`src/pkg/dctp_pkg.sv`:
```
/*
 package of the dual channel timer pwm pulse block: codes, counts, carriers.
 assumes one clock domain and a timer tick enable from the same domain.
*/
package dctp_pkg;
   // ***************************
   // constants
   // ***************************
   localparam logic [1:0] MODE_CMP = 2'h0;
   localparam logic [1:0] MODE_PWM = 2'h2;
   localparam logic [1:0] TMODE_TC = 2'h3;
   localparam logic [1:0] PF_INACT = 2'h0;
   localparam logic [1:0] PF_ACT = 2'h1;
   localparam logic [1:0] PF_PWM = 2'h2;
   localparam logic [1:0] PF_SPM = 2'h3;
   localparam logic [1:0] CA_LOW = 2'h1;
   localparam logic [1:0] CA_HIGH = 2'h2;
   localparam logic [1:0] CA_TOG = 2'h3;
   localparam logic [1:0] ALIGN_EDGE = 2'h0;
   localparam logic [1:0] ALIGN_UP = 2'h1;
   localparam logic [1:0] ALIGN_DN = 2'h2;
   localparam logic [1:0] ALIGN_BOTH = 2'h3;
   localparam logic [2:0] CODE_FULL = 3'h0;
   localparam logic [10:0] EDGE_FULL = 11'h400;
   localparam logic [10:0] CTR_FULL_HALF = 11'h3ff;
   localparam logic [9:0] CNT_RST = 10'h000;
   localparam logic [9:0] CNT_ONE = 10'h001;

   // ***************************
   // types
   // ***************************
   typedef enum logic [4:0] {
      MD_IDLE = 5'h01,
      MD_CMP = 5'h02,
      MD_TC = 5'h04,
      MD_PWM = 5'h08,
      MD_SPM = 5'h10
   } dctp_mode_type;

   typedef struct packed {
      logic [1:0] timer_mode_bits;
      logic [1:0] channel_a_mode_bits;
      logic [1:0] channel_b_mode_bits;
      logic [1:0] channel_a_pin_function;
      logic [1:0] channel_b_pin_function;
      logic channel_a_output_level;
      logic channel_b_output_level;
      logic channel_a_polarity_invert;
      logic channel_b_polarity_invert;
      logic [1:0] alignment_select;
      logic clear_source_select;
   } dctp_cfg_type;

   typedef struct packed {
      logic [9:0] cnt;
      logic dir_down;
      logic run;
      logic trig_s1;
      logic trig_s2;
      logic trig_prev;
      logic sp_b_on;
      logic pin_a;
      logic pin_b;
      logic pin_bb;
      logic oe_a;
      logic oe_b;
      logic flag_a;
      logic flag_b;
      logic flag_p;
   } dctp_state_type;

   localparam dctp_state_type STATE_RST = '0;
endpackage

```
`src/hw/dctp_timer.sv`:
```
/*
 dual channel 10-bit timer: compare match, timer/counter, edge and centre
 pwm, single pulse. assumes timer_tick_in is a one-cycle enable on clk_in
 and that software pulses never need more than one cycle to act.
*/
`timescale 1ns/10ps
// Contract
// - compare mode, clear high: A match clears counter, no period flag.
// - compare mode pins change only on their own channel match or at run rise.
// - run rise returns compare pins to their initial levels.
// - timer/counter mode counts like compare mode, pins left free.
// - pwm mode: both mode pairs 10 and pin functions 10.
// - pwm, clear source high: A sets period, B sets duty, pin A unused.
// - edge pwm, clear source low: period code times 128, zero means 1024.
// - duty at or above period gives 100% duty.
// - edge pwm leading edges start together at counter zero.
// - edge pwm, clear high: period equals compare A, B duty equals B.
// - centre pwm, code period 256 per step, zero gives 2046, duty 2c-1.
// - centre pwm, clear source high: period twice compare A, duty 2B-1.
// - centre alignment places both pulse centres together at counter zero.
// - centre pwm raises period flag when counting down to zero.
// - pwm raises separate A, B and period match flags; edge pwm, clear high: A flag at wrap, no period flag.
// - pin function 00 or 01 forces the pin while pwm keeps running.
// - output level selects active sense, polarity bit inverts output.
// - single pulse mode: mode pairs 10, pin functions 11.
// - trigger pin edge sets run; run rise starts counter and pulse A.
// - pulse B starts at channel B match, width A minus B.
// - A match or software clear ends pulses; A and B raise flags.
// - single pulse counter reset only at run rise; code, clear ignored.
// - alignment 00 edge, 01 up, 10 down, 11 both directions.
// - pin function 00 inactive, 01 active, 10 pwm, 11 single pulse.
// - counter and compare values are 10 bits, counter read as two bytes.
module dctp_timer (
   input wire logic clk_in,
   input wire logic reset_in,
   input wire logic timer_tick_in,
   input wire dctp_pkg::dctp_cfg_type cfg_in,
   input wire logic [9:0] compare_value_a_in,
   input wire logic [9:0] compare_value_b_in,
   input wire logic [2:0] period_code_in,
   input wire logic run_set_in,
   input wire logic run_clear_in,
   input wire logic external_trigger_pin_in,
   input wire logic [2:0] flag_clear_in,
   output logic run_control_out,
   output logic output_pin_a_out,
   output logic output_pin_a_oe_out,
   output logic output_pin_b_out,
   output logic output_pin_b_complement_out,
   output logic output_pin_b_oe_out,
   output logic match_a_flag_out,
   output logic match_b_flag_out,
   output logic period_match_flag_out,
   output logic [7:0] counter_low_out,
   output logic [1:0] counter_high_out
);
   // ***************************
   // state and decode
   // ***************************
   dctp_pkg::dctp_state_type s_q;
   dctp_pkg::dctp_state_type s_d;
   dctp_pkg::dctp_mode_type mode;
   logic clr;
   logic centre;
   logic [10:0] per_code;
   logic [10:0] edge_top;
   logic [10:0] half;
   logic match_a;
   logic match_b;
   logic trig_edge;
   logic run_n;
   logic rise;
   logic act_a;
   logic act_b;
   logic set_a;
   logic set_b;
   logic set_p;

   assign clr = cfg_in.clear_source_select;
   assign centre = cfg_in.alignment_select != dctp_pkg::ALIGN_EDGE;
   assign match_a = s_q.cnt == compare_value_a_in;
   assign match_b = s_q.cnt == compare_value_b_in;
   assign trig_edge = s_q.trig_s2 & ~s_q.trig_prev;

   // code zero stands for the full range in both alignments
   always_comb begin
      if (period_code_in == dctp_pkg::CODE_FULL) begin
         per_code = dctp_pkg::EDGE_FULL;
      end else begin
         per_code = {1'b0, period_code_in, 7'h00};
      end
      edge_top = clr ? ({1'b0, compare_value_a_in} - 11'h001)
                     : (per_code - 11'h001);
      if (clr) begin
         half = {1'b0, compare_value_a_in};
      end else if (period_code_in == dctp_pkg::CODE_FULL) begin
         half = dctp_pkg::CTR_FULL_HALF;
      end else begin
         half = per_code;
      end
   end

   always_comb begin
      if (cfg_in.timer_mode_bits == dctp_pkg::TMODE_TC) begin
         mode = dctp_pkg::MD_TC;
      end else if (cfg_in.channel_a_mode_bits == dctp_pkg::MODE_PWM &&
                   cfg_in.channel_b_mode_bits == dctp_pkg::MODE_PWM) begin
         if (cfg_in.channel_a_pin_function == dctp_pkg::PF_SPM &&
             cfg_in.channel_b_pin_function == dctp_pkg::PF_SPM) begin
            mode = dctp_pkg::MD_SPM;
         end else begin
            mode = dctp_pkg::MD_PWM;
         end
      end else if (cfg_in.channel_a_mode_bits == dctp_pkg::MODE_CMP &&
                   cfg_in.channel_b_mode_bits == dctp_pkg::MODE_CMP) begin
         mode = dctp_pkg::MD_CMP;
      end else begin
         mode = dctp_pkg::MD_IDLE;
      end
   end

   // same compare serves edge and centre: cnt below duty means active
   assign act_a = s_q.cnt < compare_value_a_in;
   assign act_b = s_q.cnt < compare_value_b_in;

   function automatic logic drive(input logic act, input logic lvl,
                                  input logic inv, input logic [1:0] pf);
      logic a;
      a = act;
      if (pf == dctp_pkg::PF_INACT) begin
         a = 1'b0;
      end else if (pf == dctp_pkg::PF_ACT) begin
         a = 1'b1;
      end
      drive = (a ? lvl : ~lvl) ^ inv;
   endfunction

   function automatic logic cmp_act(input logic cur, input logic [1:0] pf);
      cmp_act = cur;
      if (pf == dctp_pkg::CA_LOW) begin
         cmp_act = 1'b0;
      end else if (pf == dctp_pkg::CA_HIGH) begin
         cmp_act = 1'b1;
      end else if (pf == dctp_pkg::CA_TOG) begin
         cmp_act = ~cur;
      end
   endfunction

   // ***************************
   // next state
   // ***************************
   always_comb begin
      s_d = s_q;
      set_a = 1'b0;
      set_b = 1'b0;
      set_p = 1'b0;
      s_d.trig_s1 = external_trigger_pin_in;
      s_d.trig_s2 = s_q.trig_s1;
      s_d.trig_prev = s_q.trig_s2;
      run_n = s_q.run;
      if (run_clear_in) begin
         run_n = 1'b0;
      end
      if (mode == dctp_pkg::MD_SPM && timer_tick_in && s_q.run &&
          match_a) begin
         run_n = 1'b0;
      end
      if (run_set_in) begin
         run_n = 1'b1;
      end
      if (mode == dctp_pkg::MD_SPM && trig_edge) begin
         run_n = 1'b1;
      end
      rise = run_n & ~s_q.run;
      s_d.run = run_n;
      if (rise) begin
         s_d.cnt = dctp_pkg::CNT_RST;
         s_d.dir_down = 1'b0;
         s_d.sp_b_on = 1'b0;
      end else if (s_q.run && timer_tick_in) begin
         unique case (mode)
            dctp_pkg::MD_CMP, dctp_pkg::MD_TC: begin
               set_a = match_a;
               set_b = match_b;
               set_p = ~clr && {1'b0, s_q.cnt} == edge_top;
               if (clr ? match_a : set_p) begin
                  s_d.cnt = dctp_pkg::CNT_RST;
               end else begin
                  s_d.cnt = s_q.cnt + dctp_pkg::CNT_ONE;
               end
            end
            dctp_pkg::MD_PWM: begin
               set_b = match_b;
               if (!centre) begin
                  set_a = match_a;
                  if ({1'b0, s_q.cnt} == edge_top) begin
                     s_d.cnt = dctp_pkg::CNT_RST;
                     set_p = ~clr;
                     // clear high: the wrap is the channel A match
                     set_a = match_a | clr;
                  end else begin
                     s_d.cnt = s_q.cnt + dctp_pkg::CNT_ONE;
                  end
               end else if (!s_q.dir_down) begin
                  set_a = match_a && cfg_in.alignment_select !=
                          dctp_pkg::ALIGN_DN;
                  s_d.cnt = s_q.cnt + dctp_pkg::CNT_ONE;
                  s_d.dir_down = {1'b0, s_d.cnt} >= half;
               end else begin
                  set_a = match_a && cfg_in.alignment_select !=
                          dctp_pkg::ALIGN_UP;
                  s_d.cnt = s_q.cnt - dctp_pkg::CNT_ONE;
                  if (s_q.cnt == dctp_pkg::CNT_ONE) begin
                     s_d.dir_down = 1'b0;
                     set_p = 1'b1;
                  end
               end
            end
            dctp_pkg::MD_SPM: begin
               set_a = match_a;
               set_b = match_b;
               s_d.cnt = s_q.cnt + dctp_pkg::CNT_ONE;
               if (match_b) begin
                  s_d.sp_b_on = 1'b1;
               end
            end
            dctp_pkg::MD_IDLE: begin
            end
         endcase
      end
      // set wins over a clear landing in the same cycle
      s_d.flag_a = (s_q.flag_a & ~flag_clear_in[0]) | set_a;
      s_d.flag_b = (s_q.flag_b & ~flag_clear_in[1]) | set_b;
      s_d.flag_p = (s_q.flag_p & ~flag_clear_in[2]) | set_p;
      s_d.oe_a = 1'b0;
      s_d.oe_b = 1'b0;
      unique case (mode)
         dctp_pkg::MD_CMP: begin
            s_d.oe_a = 1'b1;
            s_d.oe_b = 1'b1;
            if (rise) begin
               s_d.pin_a = cfg_in.channel_a_output_level;
               s_d.pin_b = cfg_in.channel_b_output_level;
            end else begin
               if (set_a) begin
                  s_d.pin_a = cmp_act(s_q.pin_a,
                                      cfg_in.channel_a_pin_function);
               end
               if (set_b) begin
                  s_d.pin_b = cmp_act(s_q.pin_b,
                                      cfg_in.channel_b_pin_function);
               end
            end
         end
         dctp_pkg::MD_PWM: begin
            s_d.oe_a = ~clr;
            s_d.oe_b = 1'b1;
            s_d.pin_a = drive(act_a & ~clr, cfg_in.channel_a_output_level,
                              cfg_in.channel_a_polarity_invert,
                              clr ? dctp_pkg::PF_INACT
                                  : cfg_in.channel_a_pin_function);
            s_d.pin_b = drive(act_b, cfg_in.channel_b_output_level,
                              cfg_in.channel_b_polarity_invert,
                              cfg_in.channel_b_pin_function);
         end
         dctp_pkg::MD_SPM: begin
            s_d.oe_a = 1'b1;
            s_d.oe_b = 1'b1;
            s_d.pin_a = drive(s_d.run, cfg_in.channel_a_output_level,
                              cfg_in.channel_a_polarity_invert,
                              dctp_pkg::PF_SPM);
            s_d.pin_b = drive(s_d.run & s_d.sp_b_on,
                              cfg_in.channel_b_output_level,
                              cfg_in.channel_b_polarity_invert,
                              dctp_pkg::PF_SPM);
         end
         dctp_pkg::MD_TC, dctp_pkg::MD_IDLE: begin
            // pins released for general use
         end
      endcase
      s_d.pin_bb = ~s_d.pin_b;
   end

   always_ff @(posedge clk_in or posedge reset_in) begin
      if (reset_in) begin
         s_q <= dctp_pkg::STATE_RST;
      end else begin
         s_q <= s_d;
      end
   end

   // ***************************
   // outputs
   // ***************************
   assign run_control_out = s_q.run;
   assign output_pin_a_out = s_q.pin_a;
   assign output_pin_a_oe_out = s_q.oe_a;
   assign output_pin_b_out = s_q.pin_b;
   assign output_pin_b_complement_out = s_q.pin_bb;
   assign output_pin_b_oe_out = s_q.oe_b;
   assign match_a_flag_out = s_q.flag_a;
   assign match_b_flag_out = s_q.flag_b;
   assign period_match_flag_out = s_q.flag_p;
   assign counter_low_out = s_q.cnt[7:0];
   assign counter_high_out = s_q.cnt[9:8];

   // ***************************
   // assertions
   // ***************************
   property p_no_pflag;
      @(posedge clk_in) disable iff (reset_in)
      (mode == dctp_pkg::MD_CMP && clr && !s_q.flag_p) |=> !s_q.flag_p;
   endproperty
   a_no_pflag: assert property (p_no_pflag)
      else $error("period flag raised with clear source high");

   property p_init_level;
      @(posedge clk_in) disable iff (reset_in)
      (mode == dctp_pkg::MD_CMP && rise) |=>
         s_q.pin_a == $past(cfg_in.channel_a_output_level);
   endproperty
   a_init_level: assert property (p_init_level)
      else $error("pin a not at initial level after run rise");

   property p_run_rise_zero;
      @(posedge clk_in) disable iff (reset_in)
      $rose(s_q.run) |-> s_q.cnt == dctp_pkg::CNT_RST;
   endproperty
   a_run_rise_zero: assert property (p_run_rise_zero)
      else $error("counter not zero after run rise");

   property p_sp_end;
      @(posedge clk_in) disable iff (reset_in)
      (mode == dctp_pkg::MD_SPM && timer_tick_in && s_q.run && match_a &&
       !run_set_in && !trig_edge) |=> !s_q.run &&
         s_q.pin_a == (~cfg_in.channel_a_output_level ^
                       cfg_in.channel_a_polarity_invert) &&
         s_q.pin_b == (~cfg_in.channel_b_output_level ^
                       cfg_in.channel_b_polarity_invert);
   endproperty
   a_sp_end: assert property (p_sp_end)
      else $error("single pulse not ended by channel a match");

   property p_full_duty;
      @(posedge clk_in) disable iff (reset_in)
      (mode == dctp_pkg::MD_PWM && !centre && !clr && s_q.run && !rise &&
       cfg_in.channel_b_pin_function == dctp_pkg::PF_PWM &&
       {1'b0, compare_value_b_in} >= per_code) |=>
         s_q.pin_b == (cfg_in.channel_b_output_level ^
                       cfg_in.channel_b_polarity_invert);
   endproperty
   a_full_duty: assert property (p_full_duty)
      else $error("duty above period not held active");

   property p_forced;
      @(posedge clk_in) disable iff (reset_in)
      (mode == dctp_pkg::MD_PWM && !clr &&
       cfg_in.channel_a_pin_function == dctp_pkg::PF_INACT) |=>
         s_q.pin_a == (~cfg_in.channel_a_output_level ^
                       cfg_in.channel_a_polarity_invert);
   endproperty
   a_forced: assert property (p_forced)
      else $error("forced inactive pin a wrong");

   property p_lead_edge;
      @(posedge clk_in) disable iff (reset_in)
      (mode == dctp_pkg::MD_PWM && !centre && !clr &&
       s_q.cnt == dctp_pkg::CNT_RST && compare_value_a_in != 10'h000 &&
       compare_value_b_in != 10'h000 &&
       cfg_in.channel_a_pin_function == dctp_pkg::PF_PWM &&
       cfg_in.channel_b_pin_function == dctp_pkg::PF_PWM) |=>
         s_q.pin_a == (cfg_in.channel_a_output_level ^
                       cfg_in.channel_a_polarity_invert) &&
         s_q.pin_b == (cfg_in.channel_b_output_level ^
                       cfg_in.channel_b_polarity_invert);
   endproperty
   a_lead_edge: assert property (p_lead_edge)
      else $error("leading edges not together at zero");

   property p_centre_pflag;
      @(posedge clk_in) disable iff (reset_in)
      (mode == dctp_pkg::MD_PWM && centre && timer_tick_in && s_q.run &&
       !rise && s_q.dir_down && s_q.cnt == dctp_pkg::CNT_ONE) |=>
         s_q.flag_p && s_q.cnt == dctp_pkg::CNT_RST;
   endproperty
   a_centre_pflag: assert property (p_centre_pflag)
      else $error("no period flag at centre bottom");

   property p_trigger;
      @(posedge clk_in) disable iff (reset_in)
      (mode == dctp_pkg::MD_SPM && $rose(external_trigger_pin_in) &&
       !run_clear_in) ##1 (mode == dctp_pkg::MD_SPM && !run_clear_in)[*3]
         |-> ##[0:1] s_q.run;
   endproperty
   a_trigger: assert property (p_trigger)
      else $error("trigger edge did not set run");

   c_cmp_toggle: cover property (@(posedge clk_in) disable iff (reset_in)
      mode == dctp_pkg::MD_CMP && set_a ##1 $changed(s_q.pin_a));
   c_pwm_wrap: cover property (@(posedge clk_in) disable iff (reset_in)
      mode == dctp_pkg::MD_PWM && set_p);
   c_sp_done: cover property (@(posedge clk_in) disable iff (reset_in)
      mode == dctp_pkg::MD_SPM && s_q.sp_b_on ##1 $fell(s_q.run));
endmodule

```
`config.mk`:
```
export PLATFORM = sky130hd
export DESIGN_NAME = dctp_timer
export DESIGN_NICKNAME = d
export VERILOG_FILES = /design/src/pkg/dctp_pkg.sv /design/src/hw/dctp_timer.sv
export SDC_FILE = /design/constraint.sdc
export NUM_CORES = 1
export LEC_CHECK = 0
export BUFFER_PORTS_ARGS = -buffer_cell sky130_fd_sc_hd__buf_2
export CORE_ASPECT_RATIO = 0.7
export CORE_UTILIZATION = 55
export CTS_BUF_LIST = sky130_fd_sc_hd__clkbuf_4 sky130_fd_sc_hd__clkbuf_8 sky130_fd_sc_hd__clkbuf_16
export DETAILED_ROUTE_END_ITERATION = 10
export PLACE_DENSITY = 0.8
export SLEW_MARGIN = 10
export SYNTH_ARGS = -nofsm -noshare
export SYNTH_HDL_FRONTEND = slang
export SYNTH_SLANG_ARGS = --single-unit
```
`constraint.sdc`:
```
create_clock -name clk_in -period 3.4 [get_ports clk_in]
set_input_delay 0.17 -clock clk_in [delete_from_list [all_inputs] [get_ports clk_in]]
set_output_delay 0.17 -clock clk_in [all_outputs]
set_load 0.02 [all_outputs]
```
==> metrics.yaml <==
antenna_found_initial: 0
min_period_ps: 3100
timing.final.ws_setup_ps: 299
cts_buffers: 3
cp.arrival_ps: 3240
dp_cells: 550
wl_per_cell_microns: 18.1
place_hpwl_mm: 8.03
worstPathCellList: "inv_1 -> ha_1 -> ha_1 -> nor2b_1 -> o21a_1 -> o21a_1 -> o21a_1 -> o21ai_0 -> a21oi_1 -> o31a_1 -> o21ai_0 -> a211oi_1"
synth_cell_types: 61
drt_iter0_drc: 379
timing.setup.tns_ps: 0
synth_area_sq_um: 3240
gp_congestion: 0.977
syn_to_final_growth_pct: 13.9
hold_buffers: 0
grt_max_degree: 25
fin_crit_sh_pct: 91.2
hold_path_class: "input port to register"
crit_path_end_kind: "register"
hold_viol: 0
relSlewSlack_pct: 36.4
power.share.sequential_pct: 33.8
clock_sink_count: 24
powerDensity_nw_per_um2: 266
n_antenna_cell: 0
cts_root_buf: "clkbuf_8"
dieArea_sq_um: 6210
grt_pass1_wl_mm: 15.8
start_kind: "register"
ys_seq_area_share_pct: 18.5
first_pass_iters: 7
cp_max_fo: 13
finalNonFillerCells: 554
vias_per_cell: 6.44
syn_area_per_cell_sq_um: 7.59
synth-main-ff-cell: "dfrtp_1"
grt_pass1_vias: 3167
p_leak_uw: 0.00182
numPortBuffers: 67
worstSetupPathType: "register to register"
netlist_instances: 427
initial_core_util_pct: 59.5
async_flop_share_pct: 100
p_sw_uw: 360
total_power_uw: 981
layout-drive-gt1-share_pct: 21.2
worst-path-buf-inv: 1
hold_slack_ps: 5.99
synth_edf_count: 0
drtAntennaViolNets: 0
cts_max_level: 1
fillCellCount: 461
wl_mm: 10.1
clockBufferDepth: 2
swShare_pct: 36.7
cap_violations: 0
synthTopCellsByArea: "dfrtp_1 (19%), ha_1 (13%), a21oi_1 (6.0%)"
slowest_delay_ps: 640
dr_total_vias: 3565
die_w_microns: 93.8
critPathRequiredTime_ps: 3540
overflow: 0
clk_latency_ps: 280
finalSetupViolCount: 0
fp.coreArea_sq_um: 5450
p_comb_share_pct: 40.2
cts-resized-gates: 0
die_h_microns: 66.2
crit_path_frequent_cell: "o21a_1"
synth_top_cell_by_area: "dfrtp_1"
drv_slew: 0
cts_tree: "built"
nets: 566
synth_top_cell_area_share_pct: 18.5
ys_ff_latch: 24
io_pins: 68
fmax_mhz: 322
rows: 22
ir_drop_mv: 0.196
tightest_slew_ps: 954
internal-power_uw: 621
worst_clock_skew_ps: 14.3
final_common_cell: "buf_2"
post-place-ws_ps: 240
crit_slowest_cell: "dfrtp_1"
rsz0062_at_grt: "false"
path_clk_slew_ps: 100
cts_setup_buffers: 0
power_frac_clock_pct: 26.0
outcome: "finished, final reports clean"
route.detailed.drc: 0
critical_path.top_delay_family: "compound AO/OA/AOI/OAI gates"
most-common-layout-cells: "buf_2 (67), a21oi_1 (39), inv_1 (39)"
synth_warnings: 0
track_usage_pct: 33.4
syn-num-nets: 510
[synthesized netlist by cell type, drive strengths merged (3+ instances only)]
library cell,count
o31ai,3
clkbuf,15
nor2b,7
a21oi,39
or2,3
inv,39
nor2,38
o41ai,3
nor4,10
a21o,8
o21ai,30
nor3,12
o22ai,5
nand2b,4
nand3,10
and4,5
buf,16
a22oi,5
mux2i,5
a211oi,3
a31oi,4
nand4,8
xor2,10
o21a,5
xnor2,14
nand2,27
a32oi,4
ha,34
and3,3
dfrtp,24
[per-stage QoR]
stage	utilization [%]	instance area [sq um]
6_report	67.7	3690
5_1_grt	67.7	3690
4_1_cts	67.7	3690
3_5_place_dp	66.4	3620
3_3_place_gp	66.4	3620
2_1_floorplan	-	3240
[final timing paths]
kind / startpoint / to / slack (ps) / cells past startpoint
hold / removal: external_trigger_pin_in / s_d[10] / 6 / 1
setup / recovery: counter_low_out[0] / s_q[13] / 300 / 12
hold reg to reg: s_d[10] / s_d[9] / 360 / 0
min in group asynchronous: reset_in / output_pin_b_oe_out / 100 / 2
max in group asynchronous: reset_in / counter_low_out[4] / 2720 / 2
setup reg to reg: counter_low_out[0] / s_q[13] / 300 / 12
[sequential cells by signal, summed over array words and instances (netlist names), 2 cells and up, named ones only]
name / flops
counter_low_out: 8
s_q: 3
counter_high_out: 2
s_d: 2
[metal layers]
metal | GRT usage, % | part of all wire (%) | vias to the layer above
li1 | - | - | 1659
met1 | 47.2 | 42 | 1639
met2 | 49.2 | 41 | 244
met3 | 11.6 | 15 | 23
met4 | 5.38 | 1.3 | 0
met5 | 0 | 0 | -
[final cells by class]
type                       instances  area, sq um  share of cell area (%)
inverter                          39          146                    3.96
timing repair buffer              82          448                    12.1
clock inverter                     1         30.0                   0.813
tap                               72         90.1                    2.44
clock buffer                       3         41.3                    1.12
multi-input combinational        333         2340                    63.3
sequential                        24          601                    16.3
[kinds of logic after synthesis]
family | after synthesis | share of synthesized area [%]
muxes | 7 | 2.24
buffers and inverters | 70 | 9.42
DFF | 24 | 18.5
xor gates and xnor gates | 24 | 6.48
adders and majority gates | 34 | 13.1
AOI/OAI and AO/OA | 132 | 27.3
and+or+nand+nor | 136 | 22.9
[power by group through the flow]
stage,registers [uW],clock network (uW),logic [uW]
2_1_floorplan,336,0,266
3_3_place_gp,335,0,376
3_5_place_dp,336,0,385
4_1_cts,331,255,387
5_1_grt,334,268,433
6_report,332,255,394
(Power assumes the default switching activity.)
